**src/shared/snc_pkg.sv**
```systemverilog
/*
 * Shared constants and carriers of the sensor configuration line bank:
 * line addresses, field positions, default field values, checksum
 * constants and the packed configuration record.
 * Assumes a single 250 MHz core clock and 16-bit configuration lines.
 */
package snc_pkg;

   // Line geometry
   localparam int unsigned LINE_W      = 16;      // Bits in one line
   localparam int unsigned LINE_COUNT  = 18;      // Lines covered by the checksum
   localparam logic [7:0]  LINE_BASE   = 8'h40;   // First line address
   localparam int unsigned IDX_W       = 5;       // Width of a line index

   // Line addresses of the bank
   localparam logic [7:0] ADDR_OUTPUT_MODE_CONFIG          = 8'h40;
   localparam logic [7:0] ADDR_OVERCURRENT_THRESHOLD_CONFIG = 8'h41;
   localparam logic [7:0] ADDR_CHECKSUM_AND_REFERENCE_CONFIG = 8'h42;
   localparam logic [7:0] ADDR_GAIN_COEFF_LINEAR           = 8'h43;
   localparam logic [7:0] ADDR_GAIN_COEFF_QUADRATIC        = 8'h44;
   localparam logic [7:0] ADDR_GAIN_COEFF_CUBIC            = 8'h45;
   localparam logic [7:0] ADDR_OFFSET_STRESS_BASE          = 8'h48;
   localparam logic [7:0] ADDR_OFFSET_STRESS_TC_LINEAR     = 8'h49;

   // Line indices relative to the base
   localparam logic [IDX_W-1:0] IDX_L40 = 5'h00;
   localparam logic [IDX_W-1:0] IDX_L41 = 5'h01;
   localparam logic [IDX_W-1:0] IDX_L42 = 5'h02;
   localparam logic [IDX_W-1:0] IDX_L43 = 5'h03;
   localparam logic [IDX_W-1:0] IDX_L44 = 5'h04;
   localparam logic [IDX_W-1:0] IDX_L45 = 5'h05;
   localparam logic [IDX_W-1:0] IDX_L48 = 5'h08;
   localparam logic [IDX_W-1:0] IDX_L49 = 5'h09;

   // Field positions
   localparam int unsigned POS_CH1_EN      = 14;  // Line 40
   localparam int unsigned POS_CH2_EN      = 15;  // Line 40
   localparam int unsigned POS_CH2_EN_CLR  = 15;
   localparam int unsigned POS_POL_INV     = 11;  // Line 42
   localparam int unsigned POS_QV_1V5      = 12;
   localparam int unsigned POS_CH1_FDIS    = 13;
   localparam int unsigned POS_RATIO_GAIN  = 14;
   localparam int unsigned POS_RATIO_OFF   = 15;
   localparam int unsigned POS_GBASE_MSB   = 4;   // Line 45

   // Default field values
   localparam logic [1:0]  DEF_HYST        = 2'h3;
   localparam logic [5:0]  DEF_CH1_THRESH  = 6'h0C;
   localparam logic [5:0]  DEF_CH2_THR_A   = 6'h0F;  // Six-pin package variant
   localparam logic [5:0]  DEF_CH2_THR_B   = 6'h10;  // Sixteen-pin package variant
   localparam logic [2:0]  DEF_VREF        = 3'h0;   // Code for 1.65 V

   // Checksum constants
   localparam logic [7:0]  CRC_POLY        = 8'h1D;
   localparam logic [7:0]  CRC_SEED        = 8'hAA;
   localparam logic [5:0]  CRC_BYTES       = 6'h23;  // 35 bytes, last one is the high byte of line 42
   localparam logic [5:0]  CRC_LAST        = 6'h22;  // Counter value of the last byte

   // Reload sequencer states
   typedef enum logic [0:0] {
      SNC_IDLE = 1'b0,
      SNC_CALC = 1'b1
   } snc_state_t;

   // Configuration record applied after a reload
   typedef struct packed {
      logic               ch1_enable;
      logic               ch2_enable;
      logic [1:0]         ch1_hysteresis;
      logic [5:0]         ch1_threshold;
      logic [1:0]         ch2_hysteresis;
      logic [5:0]         ch2_threshold;
      logic [2:0]         external_reference_select;
      logic               output_polarity_invert;
      logic               quiescent_1v5_enable;
      logic               ch1_fault_signal_disable;
      logic               ratiometric_gain_enable;
      logic               ratiometric_offset_enable;
      logic [10:0]        gain_base;
      logic signed [11:0] gain_tc_linear;
      logic signed [9:0]  gain_tc_quadratic;
      logic signed [10:0] gain_tc_cubic;
      logic [3:0]         stress_base_low;
      logic signed [7:0]  offset_base;
      logic signed [7:0]  stress_base;
      logic signed [7:0]  offset_tc_linear;
      logic signed [7:0]  stress_tc_linear;
   } snc_cfg_t;

endpackage : snc_pkg

```
**src/design/snc_config_bank.sv**
```systemverilog
/*
 * Configuration line bank of the current sensor: eighteen 16-bit lines
 * written and read one line at a time by the programming interface,
 * a reload sequencer that checks the checksum and applies the fields,
 * and the two open-drain over-current detection outputs.
 * Assumes the line port is driven from logic on core_clk; trip and
 * fault levels come from the analog side and are synchronised here.
 */
// Operation
// - Channel-two enable gates only over-current detection
// - Line 41 bits 1:0 channel-one hysteresis
// - Line 41 bits 7:2 channel-one threshold
// - Line 41 bits 9:8 channel-two hysteresis
// - Line 41 bits 15:10 channel-two threshold
// - Line 42 low byte holds content checksum
// - Line 42 bits 10:8 reference, single-ended only
// - Line 42 bit 11 inverts output polarity
// - Line 42 bit 12 enables 1.5 V quiescent
// - Line 42 bit 13 removes fault from channel one
// - Line 42 bit 14 enables ratiometric gain
// - Line 42 bit 15 enables ratiometric offset
// - Eleven-bit gain base assembled from three lines
// - Signed gain temperature coefficients in three lines
// - Line 45 bits 3:0 stress base low
// - Line 48 signed offset and stress base
// - Line 49 signed offset and stress coefficients
// - Checksum mismatch flags error, pulls both outputs
// - Checksum polynomial, seed, byte order, inversion
// - Lines are individually addressable 16-bit words
`timescale 1ns/1ns
`default_nettype none

module snc_config_bank
   import snc_pkg::*;
#(
   parameter bit PKG_VARIANT_B = 1'b0   // Selects the channel-two threshold default
) (
   input  wire logic                core_clk,
   input  wire logic                rst,
   input  wire logic                line_wr,
   input  wire logic                line_rd,
   input  wire logic [7:0]          line_addr,
   input  wire logic [LINE_W-1:0]   line_wdata,
   output logic [LINE_W-1:0]        line_rdata,
   output logic                     line_rvalid,
   input  wire logic                reload_req,
   output logic                     reload_busy,
   input  wire logic                trip1_in,
   input  wire logic                trip2_in,
   input  wire logic                fault_in,
   output logic                     safety_error,
   output snc_cfg_t                 cfg,
   output logic                     ocd1_out,
   output logic                     ocd1_oe_n,
   output logic                     ocd2_out,
   output logic                     ocd2_oe_n
);

   // Channel-two threshold default depends on the package
   localparam logic [5:0] DEF_CH2_THRESH = PKG_VARIANT_B ? DEF_CH2_THR_B : DEF_CH2_THR_A;

   logic [LINE_W-1:0] mem_q [LINE_COUNT];   // Line storage
   logic [IDX_W-1:0]  wr_idx;               // Index of the addressed line
   logic              addr_ok;              // Address falls inside the bank
   logic [LINE_W-1:0] rdata_d, rdata_q;     // Read data
   logic              rvalid_q;             // Read answer strobe
   snc_state_t        state_d, state_q;     // Reload sequencer state
   logic [5:0]        cnt_d, cnt_q;         // Checksum byte counter, 35 bytes need six bits
   logic [7:0]        crc_d, crc_q;         // Running checksum
   logic [7:0]        crc_final;            // Inverted checksum after last byte
   logic              err_d, err_q;         // Checksum mismatch flag
   snc_cfg_t          cfg_d, cfg_q;         // Applied configuration
   logic [1:0]        t1_s;                 // Channel-one trip synchroniser
   logic [1:0]        t2_s;                 // Channel-two trip synchroniser
   logic [1:0]        f_s;                  // Fault synchroniser
   logic              pull1_d, pull2_d;     // Pull-low requests
   logic              oe1_n_q, oe2_n_q;     // Registered output enables
   logic [4:0]        byte_line;            // Line that supplies the current byte
   logic [7:0]        cur_byte;             // Byte fed into the checksum

   // One checksum step over a full byte, MSB first
   // The loop unrolls into a fixed XOR network, so one byte costs one cycle
   function automatic logic [7:0] crc_step(input logic [7:0] crc, input logic [7:0] data);
      logic [7:0] c;
      c = crc ^ data;
      for (int b = 0; b < 8; b++) begin
         c = c[7] ? ((c << 1) ^ CRC_POLY) : (c << 1);
      end
      return c;
   endfunction : crc_step

   // Address decode, index is the offset from the first line
   // The base has zero low bits, so the subtraction folds to a plain slice
   assign wr_idx  = line_addr[IDX_W-1:0] - LINE_BASE[IDX_W-1:0];
   assign addr_ok = (line_addr >= LINE_BASE) && (line_addr < LINE_BASE + 8'(LINE_COUNT));

   // Line storage; each line is written whole, no partial writes
   // Reset restores the defaults; lines without one clear to zero
   always_ff @(posedge core_clk or posedge rst) begin
      if (rst) begin
         for (int i = 0; i < LINE_COUNT; i++) begin
            mem_q[i] <= '0;
         end
         mem_q[IDX_L40] <= 16'h0000 | (16'h0001 << POS_CH1_EN) | (16'h0001 << POS_CH2_EN);
         mem_q[IDX_L41] <= {DEF_CH2_THRESH, DEF_HYST, DEF_CH1_THRESH, DEF_HYST};
         mem_q[IDX_L42] <= {8'h00, 5'h00, DEF_VREF} << 8;
      end else if (line_wr && addr_ok) begin
         mem_q[wr_idx] <= line_wdata;
      end
   end

   // Read path, unmapped lines answer zero
   // The index wraps outside the bank, so addr_ok must guard the mux
   always_comb begin
      rdata_d = addr_ok ? mem_q[wr_idx] : '0;
   end

   always_ff @(posedge core_clk or posedge rst) begin
      if (rst) begin
         rdata_q  <= '0;
         rvalid_q <= 1'b0;
      end else begin
         rdata_q  <= line_rd ? rdata_d : rdata_q;
         rvalid_q <= line_rd;
      end
   end

   // Byte order: lines 43..51 then 40..42, high byte first
   // The pass covers all eighteen lines, 35 bytes at one byte per cycle;
   // lines written during a pass may mix old and new bytes, so the
   // programmer should finish its writes before asking for a reload
   always_comb begin
      byte_line = 5'(cnt_q[5:1]) + IDX_L43;
      if (byte_line >= 5'(LINE_COUNT)) begin
         byte_line = byte_line - 5'(LINE_COUNT);
      end
      cur_byte = cnt_q[0] ? mem_q[byte_line][7:0] : mem_q[byte_line][15:8];
   end

   assign crc_final = ~crc_step(crc_q, cur_byte);

   // Reload sequencer; fields reach cfg only when the pass completes,
   // so a half-written set of lines never steers the front end
   always_comb begin
      state_d = state_q;
      cnt_d   = cnt_q;
      crc_d   = crc_q;
      err_d   = err_q;
      cfg_d   = cfg_q;
      unique case (state_q)
         SNC_IDLE: begin
            // A request during a pass is dropped, not queued
            if (reload_req) begin
               state_d = SNC_CALC;
               cnt_d   = '0;
               crc_d   = CRC_SEED;
            end
         end
         SNC_CALC: begin
            crc_d = crc_step(crc_q, cur_byte);
            cnt_d = cnt_q + 6'h01;
            // Last byte: verdict and every field land in the same cycle
            if (cnt_q == CRC_LAST) begin
               state_d = SNC_IDLE;
               err_d   = (crc_final != mem_q[IDX_L42][7:0]);
               cfg_d.ch1_enable                = mem_q[IDX_L40][POS_CH1_EN];
               cfg_d.ch2_enable                = mem_q[IDX_L40][POS_CH2_EN];
               cfg_d.ch1_hysteresis            = mem_q[IDX_L41][1:0];
               cfg_d.ch1_threshold             = mem_q[IDX_L41][7:2];
               cfg_d.ch2_hysteresis            = mem_q[IDX_L41][9:8];
               cfg_d.ch2_threshold             = mem_q[IDX_L41][15:10];
               cfg_d.external_reference_select = mem_q[IDX_L42][10:8];
               cfg_d.output_polarity_invert    = mem_q[IDX_L42][POS_POL_INV];
               cfg_d.quiescent_1v5_enable      = mem_q[IDX_L42][POS_QV_1V5];
               cfg_d.ch1_fault_signal_disable  = mem_q[IDX_L42][POS_CH1_FDIS];
               cfg_d.ratiometric_gain_enable   = mem_q[IDX_L42][POS_RATIO_GAIN];
               cfg_d.ratiometric_offset_enable = mem_q[IDX_L42][POS_RATIO_OFF];
               cfg_d.gain_base = {mem_q[IDX_L45][POS_GBASE_MSB], mem_q[IDX_L44][5:0],
                                  mem_q[IDX_L43][3:0]};
               cfg_d.gain_tc_linear    = signed'(mem_q[IDX_L43][15:4]);
               cfg_d.gain_tc_quadratic = signed'(mem_q[IDX_L44][15:6]);
               cfg_d.gain_tc_cubic     = signed'(mem_q[IDX_L45][15:5]);
               cfg_d.stress_base_low   = mem_q[IDX_L45][3:0];
               cfg_d.offset_base       = signed'(mem_q[IDX_L48][7:0]);
               cfg_d.stress_base       = signed'(mem_q[IDX_L48][15:8]);
               cfg_d.offset_tc_linear  = signed'(mem_q[IDX_L49][7:0]);
               cfg_d.stress_tc_linear  = signed'(mem_q[IDX_L49][15:8]);
            end
         end
      endcase
   end

   // Reset starts a reload at once, as a power-up load would
   // cfg stays zero until then, so trips are ignored for the first pass
   always_ff @(posedge core_clk or posedge rst) begin
      if (rst) begin
         state_q <= SNC_CALC;
         cnt_q   <= '0;
         crc_q   <= CRC_SEED;
         err_q   <= 1'b0;
         cfg_q   <= '0;
      end else begin
         state_q <= state_d;
         cnt_q   <= cnt_d;
         crc_q   <= crc_d;
         err_q   <= err_d;
         cfg_q   <= cfg_d;
      end
   end

   // Pull-low decision; the enables gate trips only, faults bypass them
   // err_q bypasses every mask: a corrupt bank must never look healthy
   always_comb begin
      pull1_d = (t1_s[1] && cfg_q.ch1_enable) || (f_s[1] && !cfg_q.ch1_fault_signal_disable)
                || err_q;
      pull2_d = (t2_s[1] && cfg_q.ch2_enable) || f_s[1] || err_q;
   end

   // Synchronisers and output enables; stage 0 may be metastable,
   // so logic reads only stage 1, the second flip-flop
   always_ff @(posedge core_clk or posedge rst) begin
      if (rst) begin
         t1_s    <= '0;
         t2_s    <= '0;
         f_s     <= '0;
         oe1_n_q <= 1'b1;
         oe2_n_q <= 1'b1;
      end else begin
         t1_s    <= {t1_s[0], trip1_in};
         t2_s    <= {t2_s[0], trip2_in};
         f_s     <= {f_s[0], fault_in};
         oe1_n_q <= !pull1_d;
         oe2_n_q <= !pull2_d;
      end
   end

   assign line_rdata   = rdata_q;
   assign line_rvalid  = rvalid_q;
   assign reload_busy  = (state_q == SNC_CALC);
   assign safety_error = err_q;
   assign cfg          = cfg_q;
   // Open-drain pins only ever drive low; the enables do the work
   assign ocd1_out     = 1'b0;
   assign ocd2_out     = 1'b0;
   assign ocd1_oe_n    = oe1_n_q;
   assign ocd2_oe_n    = oe2_n_q;
endmodule : snc_config_bank

`default_nettype wire

```
**config.mk**
```make
export PLATFORM = sky130hd
export DESIGN_NAME = snc_config_bank
export DESIGN_NICKNAME = d
export VERILOG_FILES = /design/src/shared/snc_pkg.sv /design/src/design/snc_config_bank.sv
export SDC_FILE = /design/constraint.sdc
export NUM_CORES = 1
export LEC_CHECK = 0
export BUFFER_PORTS_ARGS = -buffer_cell sky130_fd_sc_hd__buf_2
export CORE_ASPECT_RATIO = 1.1
export CORE_MARGIN = 1
export CORE_UTILIZATION = 57
export CTS_CLUSTER_DIAMETER = 100
export DETAILED_ROUTE_END_ITERATION = 8
export GPL_TIMING_DRIVEN = 0
export HOLD_SLACK_MARGIN = 0.1
export MAX_ROUTING_LAYER = met4
export PLACE_DENSITY = 0.76
export SLEW_MARGIN = 20
export SYNTH_ARGS = -nofsm -noshare
export SYNTH_HDL_FRONTEND = slang
export SYNTH_SLANG_ARGS = --single-unit
```
**constraint.sdc**
```tcl
create_clock -name core_clk -period 33.1 [get_ports core_clk]
set_input_delay 6.62 -clock core_clk [delete_from_list [all_inputs] [get_ports core_clk]]
set_output_delay 6.62 -clock core_clk [all_outputs]
set_load 0.01 [all_outputs]
```
-- Yosys cells after proc, flatten, opt, wreduce, memory -nomap -nowiden
Cells that the tools add are included.
- add/subtract/negate cells: 3
- mux-type cells: 27
- bitwise logic cells: 13
- $lt $le $gt $ge: 6
- equality and inequality tests: 3
- reduce and logical (&&, ||, !) cells: 14
- operator list (operator ; number):
    bitwise mux 288 bit ; 1
    binary-select mux 16 bit (select 5 bit) ; 2
    2-to-1 mux 16 bit ; 6
    demux 16 bit (select 5 bit) ; 1
    2-to-1 mux 5 bit ; 9
    NOT 4 bit ; 8
    2-to-1 mux 8 bit ; 2
    one-hot mux 8 bit (2 select lines) ; 1
    >= comparator 6 bit, second input constant ; 2
    NOT 5 -> 6 bit ; 2
    one-hot mux 6 bit (2 select lines) ; 1
    >= comparator 8 x 7 -> 1 bit, second input constant ; 1
    less-than comparator 8 x 7 -> 1 bit, second input constant ; 1
    inequality test 8 bit ; 1
    NOT 8 bit ; 1
    XOR 8 bit ; 1
    adder 6 x 1 -> 6 bit, second input constant ; 1
    == test 6 bit, second input constant ; 1
    logical AND 1 bit ; 6
    less-than comparator 6 x 1 -> 1 bit, second input constant ; 1
    2-to-1 mux 6 bit ; 1
    adder 5 x 2 -> 5 bit, second input constant ; 1
    >= comparator 5 bit, second input constant ; 1
    subtractor 5 bit, second input constant ; 1
    7 further kinds ; 13
- flip-flop bits (word level): 435
- output and inout bits: 129
- input port bits: 32
- logic and storage cells: 116

-- Longest topological paths before layout
Gate-level depths: netlist of the first run.
- word-level depth: 27
- gate-level depth with buffers: 26
- gate-level depth less buffers: 19

-- Worst setup path after synthesis of the first run
OpenSTA, ideal clock, no wires.
- path kind: input to register
- start point: input port line_addr[1]
- end point: register rdata_q[6], in the netlist line_rdata[6]
- path buffers: 3
- data required time: 32.999 ns
- data arrival time: 8.822 ns
- stages: 8
- slack: 24.177 ns
- cell sequence: buf_1 > buf_1 > clkbuf_1 > mux4_2 > mux2i_1 > a211oi_1 > a21oi_1 > o32ai_1
- cells in the longest elaborated chain, start to end: 5
- ends and longest elaborated chain (what ; RTL line ; source):
    from (decl) ; snc_config_bank.sv:42 ; input wire logic [7:0] line_addr,
    NOT 5 -> 6 bit (implied by the code) ; snc_config_bank.sv:115 ; rdata_d = addr_ok ? mem_q[wr_idx] : '0;
    binary-select mux 16 bit (select 5 bit) ; snc_config_bank.sv:115 ;
    2-to-1 mux 16 bit (implied by the code) (2 in a row) ; snc_config_bank.sv:115 ;
    2-to-1 mux 16 bit * ; snc_config_bank.sv:115 ;
    to (signal assigned) ; snc_config_bank.sv:123 ; rdata_q <= line_rd ? rdata_d : rdata_q;
    to (decl) ; snc_config_bank.sv:65 ; logic [LINE_W-1:0] rdata_d, rdata_q;
Every way passes the cells marked *; elsewhere a longest branch is shown, timed or not. The select of a mux whose other input is x is not followed.
A chain may end at the register's enable or synchronous reset.

-- Worst setup path in the final report of the first run
- start point: input port line_addr[0]
- end point: register mem_q[200] (netlist bit)
- cells in the longest elaborated chain, start to end: 6
- ends and longest elaborated chain (what ; RTL line ; source):
    NOT 5 -> 6 bit (implied by the code) ; snc_config_bank.sv:108 ; mem_q[wr_idx] <= line_wdata;
    >= comparator 6 bit (implied by the code) or less-than comparator 6 x 1 -> 1 bit (tied branches) ; snc_config_bank.sv:108 ;
    logical AND 1 bit (implied by the code) ; snc_config_bank.sv:108 ;
    2-to-1 mux 16 bit (implied by the code) ; snc_config_bank.sv:108 ;
    demux 16 bit (select 5 bit) ; snc_config_bank.sv:108 ;
    bitwise mux 288 bit ; snc_config_bank.sv:108 ;
    to (signal, indexed assignment) ; snc_config_bank.sv:105 ; mem_q[IDX_L41] <= {DEF_CH2_THRESH, DEF_HYST, DEF_CH1_THRESH, DEF_HYST};
    to (signal, indexed assignment) ; snc_config_bank.sv:106 ; mem_q[IDX_L42] <= {8'h00, 5'h00, DEF_VREF} << 8;
    to (signal, indexed assignment) ; snc_config_bank.sv:108 ;
    to (decl) ; snc_config_bank.sv:62 ; logic [LINE_W-1:0] mem_q [LINE_COUNT];
Parallel ways exist; a longest one is shown, timed or not.

==> out/metrics.yaml, run 1 <==
run_status:
  outcome: "finished, final reports clean"
final_layout:
  fin_cells: 2408
  regArea_mm2: 0.0109
  syn_to_final_growth_pct: 13.5
  layout.nets: 1908
  fill_cells: 2916
  drive_gt1_frac: 0.423
  multiInputGateArea_mm2: 0.0106
cts:
  cts.sinks: 435
  clock_latency_ns: 0.59
  cts_tree: "done"
  cts_inserted_buffers: 44
  cts_hold_buf: 0
  ctsResizeCount: 0
  post_cts_buffers: 0
  htree_levels: 2
  clockRootBuffer: "clkbuf_16"
  clk_pin_slew_ns: 0.06
  cts_buffer_depth: 3
routing:
  top_layer: "met4"
  wl_met1_um: 30800
  wl_per_cell_um: 31.9
  via_per_inst: 6.79
  wirelength_um: 76900
  route.met3.wl_um: 8160
  postRouteAntennaNets: 0
  dr_wl_met2_um: 33300
  drtIter0Drc: 1923
  vias: 16400
  remaining_drc_errors: 0
  drt_pass1_iterations: 5
floorplanning:
  start_util: 0.581
  rows: 75
  die_h_um: 209
  die_area_mm2: 0.0398
  pin_count: 161
  coreArea_mm2: 0.0383
  die_w_um: 190
power:
  comb_power_share: 0.555
  p_switching_mw: 1.12
  pwr-share-clk: 0.204
  vdd_drop_max_mv: 0.113
  p_per_area_mw_per_mm2: 98.9
  pwr-share-seq: 0.242
  swShare: 0.447
  power_mw: 2.50
  p_int_mw: 1.38
  cellLeakagePower_nw: 12.2
synthesis:
  syn_area_per_cell_um2: 13.4
  synth_edf_count: 0
  ys_warn_count: 0
  syn_area_mm2: 0.0223
  async_reset_ff_frac: 1.00
  ys_seq_elements: 435
  synth_flop_cell: "dfrtp_1"
  ys_seq_area_frac: 0.490
  syn-instance-count: 1661
  yosysUniqueCellTypes: 82
worst_setup_path:
  reg2reg_slack_ns: 25.64
  timing.rr.start: "cnt_q[1]"
  cp_cell_sequence: "buf_2, buf_1, buf_1, nand2_1, nor2_1, clkbuf_1, mux2_2"
  cp_slowest_cell: "clkbuf_1"
  cpPeakStageDelay_ns: 0.98
  worst_path_dominant_cell_family: "buffers and inverters"
  worstPathMaxFanout: 10
  r2r-end: "safety_error"
  cp_common_cell: "buf_1"
  cp_data_required_time_ns: 33.56
  crit_buf_inv: 4
  worst-setup-path-type: "in2reg"
  timing.critical_path.from_type: "primary input"
  end_kind: "register"
  crit_arrival_ns: 10.70
  ff2ff_path_depth: 22
grt:
  grt_max_degree: 111
  grt_use_total: 0.407
  antenna_found_initial: 3
  grt_pass1_wl_um: 112000
  first_global_vias: 16200
  grt-ovfl-total: 0
sta:
  finalSetupViolations: 0
  final.min_clock_period_ns: 10.23
  tightest_slew_ns: 1.32
  fin_crit_sh: 0.309
  rsz0062_at_grt: "false"
  hold_viol_final: 0
  fin_setup_tns_ns: 0
  slew_viol_final: 0
  relSlewSlack: 0.119
  finClkSkew_ns: 0.0140
  fmax_mhz: 97.7
placement:
  dp.cells: 2324
  io_buffers: 158
  gp_congestion: 1.05
  dp_hpwl_um: 55000
min_path:
  worstHoldStart: "f_s[0]"
  hold_depth: 0
  min_to: "f_s[1]"
  hold_class: "reg2reg"
job:
  drv_cap: 0
## how the worst max path moves through the flow
stage	start	endpoint	slack (ns)	depth (start not counted)
CTS	line_addr[0]	mem_q[200]	23.08	7
finish	line_addr[0]	mem_q[200]	22.87	7
global route	line_addr[0]	mem_q[197]	22.93	7
global placement	rst	mem_q[194]	10.05	2
detailed placement	line_addr[0]	mem_q[207]	22.48	7
floorplan	rst	cfg[0]	14.39	1
## kinds of logic after synthesis
logic type | after synthesis | share of synthesized area
adders and majority gates | 5 | 0.00281
muxes | 586 | 0.338
buffers and inverters | 146 | 0.0337
DFF | 435 | 0.490
AOI/OAI and AO/OA | 181 | 0.0576
other | 1 | 0.000169
and+or+nand+nor | 269 | 0.0576
xor gates and xnor gates | 38 | 0.0197
## state kept, by name (all words and copies together) (netlist names)
signal / flops
safety_error: 1
mem_q: 288
t2_s: 2
crc_q: 8
ocd2_oe_n: 1
ocd1_oe_n: 1
f_s: 2
line_rdata: 16
cnt_q: 6
cfg: 106
t1_s: 2
line_rvalid: 1
reload_busy: 1
## cell usage in the layout, fill, tap and decap left out, drive strengths merged, types with 3 or more instances in the layout
master	instances
xnor2	20
ha	5
o21ai	25
buf	204
a22oi	4
nand2b	10
nand3	26
and2	8
a31oi	9
a32oi	7
o32ai	20
mux2	400
mux4	90
o221ai	8
clkinv	10
nand4	7
and3	5
or2	4
o211ai	5
mux2i	96
dfstp	19
xor2	14
nor3	10
a22o	4
nor4	3
a21oi	45
inv	29
clkbuf	144
a211oi	26
dfrtp	416
nor3b	7
nor2b	5
nand2	100
o21a	8
nor2	74
or2b	3
a221oi	3
## cells in the mapped netlist, types with 3 or more instances
| cell type | count | area share |
|---|---|---|
| dfrtp_1 | 416 | 0.47 |
| mux2_2 | 399 | 0.20 |
| nand2_1 | 99 | 0.017 |
| mux2i_1 | 95 | 0.043 |
| mux4_2 | 84 | 0.085 |
| clkbuf_1 | 72 | 0.012 |
| nor2_1 | 72 | 0.012 |
| a21oi_1 | 45 | 0.010 |
| a211oi_1 | 26 | 0.0088 |
| inv_1 | 26 | 0.0044 |
| nand3_1 | 26 | 0.0058 |
| o21ai_0 | 21 | 0.0047 |
| o32ai_1 | 20 | 0.0079 |
| dfstp_2 | 19 | 0.022 |
| xnor2_1 | 17 | 0.0067 |
| buf_1 | 16 | 0.0027 |
| buf_6 | 11 | 0.0056 |
| xor2_1 | 11 | 0.0043 |
| nand2b_1 | 10 | 0.0028 |
| a31oi_1 | 9 | 0.0025 |
| nor3_1 | 9 | 0.0020 |
| and2_1 | 8 | 0.0022 |
| o21a_1 | 8 | 0.0027 |
| a32oi_1 | 7 | 0.0028 |
| buf_4 | 7 | 0.0024 |
| clkbuf_8 | 7 | 0.0043 |
| nand4_1 | 7 | 0.0020 |
| nor3b_1 | 7 | 0.0024 |
| o221ai_1 | 7 | 0.0028 |
| buf_2 | 6 | 0.0013 |
| mux4_1 | 6 | 0.0071 |
| ha_1 | 5 | 0.0028 |
| nor2b_1 | 5 | 0.0014 |
| and3_1 | 4 | 0.0011 |
| o211ai_1 | 4 | 0.0013 |
| o21ai_1 | 4 | 0.00090 |
| a22o_1 | 3 | 0.0012 |
| or2b_2 | 3 | 0.0012 |
| xnor2_2 | 3 | 0.0022 |
| xor2_2 | 3 | 0.0022 |
## power groups by stage
stage / sequential (mW) / combinational (mW) / clock, mW
finish: 0.604 / 1.39 / 0.509
global route: 0.606 / 1.43 / 0.532
CTS: 0.603 / 1.34 / 0.513
detailed placement: 0.612 / 1.33 / 0
global placement: 0.611 / 1.32 / 0
floorplan: 0.606 / 0.912 / 0
## through the flow
step,setup WS (ns),hold slack [ns],area [µm²],util
detailed placement,22.48,0.342,23800,0.621
CTS,23.08,0.354,25200,0.659
global route,22.93,0.355,25300,0.660
floorplan,14.39,0.331,22300,-
global placement,10.05,0.333,23700,0.618
finish,22.87,0.349,25300,0.660
## per-layer routing
metal / vias up / GRT usage
met5: - / -
met4: 0 / 0.223
met3: 258 / 0.0927
met2: 1064 / 0.568
met1: 8436 / 0.552
li1: 6593 / -
## layout make-up
cell class / instances / area share
flip-flops and latches: 435 / 0.432
multi-input cells: 1081 / 0.419
clock buffers: 65 / 0.0515
repair buffers: 163 / 0.0361
plain buffers: 120 / 0.0261
well taps: 500 / 0.0248
clock inverters: 17 / 0.00599
inverters: 26 / 0.00416
diodes: 1 / 0.0000991
No activity file was read; power rests on OpenSTA's default activity.
==> run 2, diff against run 1 <==
==> constraint.sdc (replaced) <==
create_clock -name core_clk -period 9.5 [get_ports core_clk]
set_input_delay 1.9 -clock core_clk [delete_from_list [all_inputs] [get_ports core_clk]]
set_output_delay 1.9 -clock core_clk [all_outputs]
set_load 0.01 [all_outputs]
==> out/metrics.yaml, run 2 (synthesis results as in run 1) <==
grt:
  grt_pass1_wl_um: 114000
  grt_max_degree: 37
  first_global_vias: 16400
  grt-ovfl-total: 0
  antenna_found_initial: 2
  grt_use_total: 0.412
job:
  drv_cap: 0
cts:
  cts_tree: "done"
  clk_pin_slew_ns: 0.06
  post_cts_buffers: 0
  ctsResizeCount: 0
  clockRootBuffer: "clkbuf_16"
  cts.sinks: 435
  clock_latency_ns: 0.58
  htree_levels: 2
  cts_inserted_buffers: 46
  cts_hold_buf: 0
  cts_buffer_depth: 3
worst_setup_path:
  crit_arrival_ns: 7.90
  worstSetupEndpoint: "safety_error"
  end_kind: "register"
  timing.rr.start: "cnt_q[1]"
  cp-startpoint: "cnt_q[1]"
  timing.critical_path.from_type: "register"
  cp_data_required_time_ns: 9.94
  ff2ff_path_depth: 22
  worstPathMaxFanout: 10
  reg2reg_slack_ns: 2.04
  worst-setup-path-type: "reg2reg"
  r2r-end: "safety_error"
placement:
  gp_congestion: 1.03
  post-place-ws_ns: 2.35
  io_buffers: 158
  dp_hpwl_um: 56000
routing:
  drt_pass1_iterations: 6
  wl_per_cell_um: 31.9
  wirelength_um: 77300
  vias: 16500
  drtIter0Drc: 2050
  remaining_drc_errors: 0
  via_per_inst: 6.81
  postRouteAntennaNets: 0
final_layout:
  largest_reg_flops: 288
  regArea_mm2: 0.0109
  top_register: "mem_q"
  fill_cells: 2859
  layout.nets: 1920
  utilization: 0.672
  multiInputGateArea_mm2: 0.0106
  drive_gt1_frac: 0.432
  syn_to_final_growth_pct: 15.7
  final_common_cell: "dfrtp_1"
  final_cell_mix: "dfrtp_1, mux2_2, buf_2, nand2_1, mux2i_1"
sta:
  rsz0062_at_grt: "false"
  final.min_clock_period_ns: 7.46
  hold_viol_final: 0
  fin_ws_ns: 2.04
  relSlewSlack: 0.202
  slew_viol_final: 0
  tightest_slew_ns: 1.20
  fmax_mhz: 134
  finClkSkew_ns: 0.0191
  fin_setup_tns_ns: 0
  fin_crit_sh: 0.785
  finalSetupViolations: 0
  hold_ws_ns: 0.355
floorplanning:
  die_h_um: 209
  coreArea_mm2: 0.0383
  start_util: 0.581
  pin_count: 161
  rows: 75
  die_area_mm2: 0.0398
  die_w_um: 190
power:
  vdd_drop_max_mv: 0.359
  p_per_area_mw_per_mm2: 349
  cellLeakagePower_nw: 12.5
min_path:
  hold_class: "reg2reg"
run_status:
  outcome: "finished, final reports clean"
run 2: cell count changes in the layout (fill, tap and decap cells not counted), sizes merged:
cell,previous run,this run
buf,204,212
bufinv,2,9
clkbuf,144,139
clkinv,10,12
clkinvlp,2,7
diode,1,2
inv,29,26
run 2: routing by layer:
metal	GRT usage	vias up	part of all wire
met5	-	-	0
met4	0.219	0	0.065
met3	0.0988	275	0.11
met2	0.577	1081	0.44
met1	0.557	8521	0.39
li1	-	6618	-
run 2: worst min path at each step:
stage              end  slack, ns  cells past startpoint     from
6_report        f_s[1]       0.35                      0   f_s[0]
5_1_grt        t1_s[1]       0.36                      0  t1_s[0]
4_1_cts         f_s[1]       0.36                      0   f_s[0]
3_5_place_dp    f_s[1]       0.34                      0   f_s[0]
3_3_place_gp   t2_s[1]       0.33                      0  t2_s[0]
2_1_floorplan   f_s[1]       0.33                      0   f_s[0]
run 2: stage by stage:
step	instance area, µm²	power (mW)	std cells
after floorplan	22300	5.29	1662
after global placement	23700	6.73	2320
after detailed placement	24000	6.79	2335
after CTS	25700	8.81	2421
after global routing	25700	9.20	2422
final	25700	8.97	2423
run 2: area by class of cell:
cell class	count	area share
clock buffers	58	0.0504
diodes	2	0.000194
clock inverters	28	0.0162
flip-flops and latches	435	0.424
multi-input cells	1081	0.412
plain buffers	120	0.0258
inverters	26	0.00394
repair buffers	173	0.0436
well taps	500	0.0243
run 2: where the power goes:
part | internal [mW] | switching (mW)
logic | 1.81 | 3.04
clock network | 1.22 | 0.798
registers | 2.00 | 0.101
run 2: critical path: stages, from the launching register on:
cell and delay [ns]:
dfrtp_1 0.41, buf_6 0.25, inv_1 0.19, clkbuf_8 0.24, ha_1 0.28, xnor2_1 0.19, inv_1 0.16, ha_1 0.16
buf_4 0.15, or2b_2 0.30, mux2_4 0.30, a221oi_4 0.92, nor2_1 0.49, nand2_1 0.40, o221ai_1 0.18, o32ai_1 0.55
and4_1 0.44, xnor2_1 0.26, xnor2_2 0.20, xnor3_2 0.51, xnor2_1 0.14, nor4_1 0.41, a32oi_1 0.16
==> run 3, diff against run 2 <==
==> constraint.sdc (replaced) <==
create_clock -name core_clk -period 7.45 [get_ports core_clk]
set_input_delay 1.49 -clock core_clk [delete_from_list [all_inputs] [get_ports core_clk]]
set_output_delay 1.49 -clock core_clk [all_outputs]
set_load 0.01 [all_outputs]
==> out/metrics.yaml, run 3 (synthesis results as in run 1) <==
run_status:
  outcome: "finished, final reports clean"
power:
  p_per_area_mw_per_mm2: 445
  vdd_drop_max_mv: 0.458
  power_mw: 11.5
  cellLeakagePower_nw: 12.5
cts:
  cts.sinks: 435
  cts_hold_buf: 0
  cts_tree: "done"
  clk_pin_slew_ns: 0.06
  cts_inserted_buffers: 46
  post_cts_buffers: 0
  cts_buffer_depth: 3
  htree_levels: 2
  clockRootBuffer: "clkbuf_16"
  ctsResizeCount: 0
  clock_latency_ns: 0.58
sta:
  relSlewSlack: 0.173
  fin_ws_ns: 0.00617
  finalSetupViolations: 0
  fin_setup_tns_ns: 0
  fin_crit_sh: 0.999
  finClkSkew_ns: 0.0182
  hold_viol_final: 0
  rsz0062_at_grt: "false"
  slew_viol_final: 0
  fmax_mhz: 134
  final.min_clock_period_ns: 7.44
  hold_ws_ns: 0.355
  tightest_slew_ns: 1.24
grt:
  grt_use_total: 0.412
  grt-ovfl-total: 0
  first_global_vias: 16400
  antenna_found_initial: 2
  grt_pass1_wl_um: 114000
  grt_max_degree: 37
worst_setup_path:
  crit_arrival_ns: 7.88
  timing.critical_path.from_type: "register"
  end_kind: "register"
  worst-setup-path-type: "reg2reg"
  worstPathMaxFanout: 10
  cp_data_required_time_ns: 7.89
routing:
  postRouteAntennaNets: 0
  wl_per_cell_um: 32.0
  drtIter0Drc: 2049
  drt_pass1_iterations: 6
  remaining_drc_errors: 0
  vias: 16400
  via_per_inst: 6.79
  wirelength_um: 77400
final_layout:
  utilization: 0.672
  final_common_cell: "dfrtp_1"
  drive_gt1_frac: 0.432
  layout.nets: 1920
  largest_reg_flops: 288
  stdcell_area_mm2: 0.0257
  final_cell_mix: "dfrtp_1, mux2_2, buf_2, nand2_1, mux2i_1"
  syn_to_final_growth_pct: 15.6
  top_register: "mem_q"
  fin_cells: 2422
placement:
  dp.cells: 2335
  gp_congestion: 1.03
  dp_hpwl_um: 56000
  place_area_mm2: 0.0240
  post-place-ws_ns: 0.296
  io_buffers: 158
job:
  drv_cap: 0
floorplanning:
  coreArea_mm2: 0.0383
  die_area_mm2: 0.0398
  pin_count: 161
  start_util: 0.581
  die_w_um: 190
  rows: 75
  die_h_um: 209
min_path:
  hold_class: "reg2reg"
[run 3: final cells by class]
| class | instances | area, µm² |
|---|---|---|
| Fill cell | 2860 | 12600 |
| Sequential cell | 435 | 10900 |
| Multi-Input combinational cell | 1081 | 10600 |
| Clock buffer | 58 | 1300 |
| Timing Repair Buffer | 173 | 1120 |
| Buffer | 120 | 663 |
| Tap cell | 500 | 626 |
| Clock inverter | 28 | 418 |
| Inverter | 26 | 101 |
| Antenna cell | 1 | 2.50 |
[run 3: final timing paths]
kind | startpoint | endpoint | slack, ns | cells after the start
hold reg to reg | f_s[0] | f_s[1] | 0.35 | 0
hold / removal | f_s[0] | f_s[1] | 0.35 | 0
setup reg to reg | cnt_q[1] | safety_error | 0.006 | 22
max in group asynchronous | rst | mem_q[197] | 5.02 | 7
min in group asynchronous | rst | cfg[17] | 1.00 | 2
setup / recovery | cnt_q[1] | safety_error | 0.006 | 22
[run 3: metal layers]
layer / part of all wire / track usage / vias up
met5: 0 / - / -
met4: 0.063 / 0.219 / 0
met3: 0.11 / 0.0988 / 259
met2: 0.44 / 0.577 / 1088
met1: 0.39 / 0.557 / 8484
li1: - / - / 6613
[run 3: where the power goes]
group          internal, mW  total [mW]  switching (mW)
clock                  1.56        2.58            1.02
sequential             2.55        2.68           0.128
combinational          2.31        6.20            3.89
[run 3: critical path: stages (launching register included)]
cell,delay [ns]
dfrtp_1,0.41
buf_6,0.24
inv_1,0.19
clkbuf_8,0.24
ha_1,0.28
xnor2_1,0.19
inv_1,0.16
ha_1,0.16
buf_4,0.15
or2b_2,0.29
mux2_4,0.30
a221oi_4,0.91
nor2_1,0.50
nand2_1,0.41
o221ai_1,0.19
o32ai_1,0.55
and4_1,0.44
xnor2_1,0.26
xnor2_2,0.20
xnor3_2,0.51
xnor2_1,0.14
nor4_1,0.40
a32oi_1,0.16
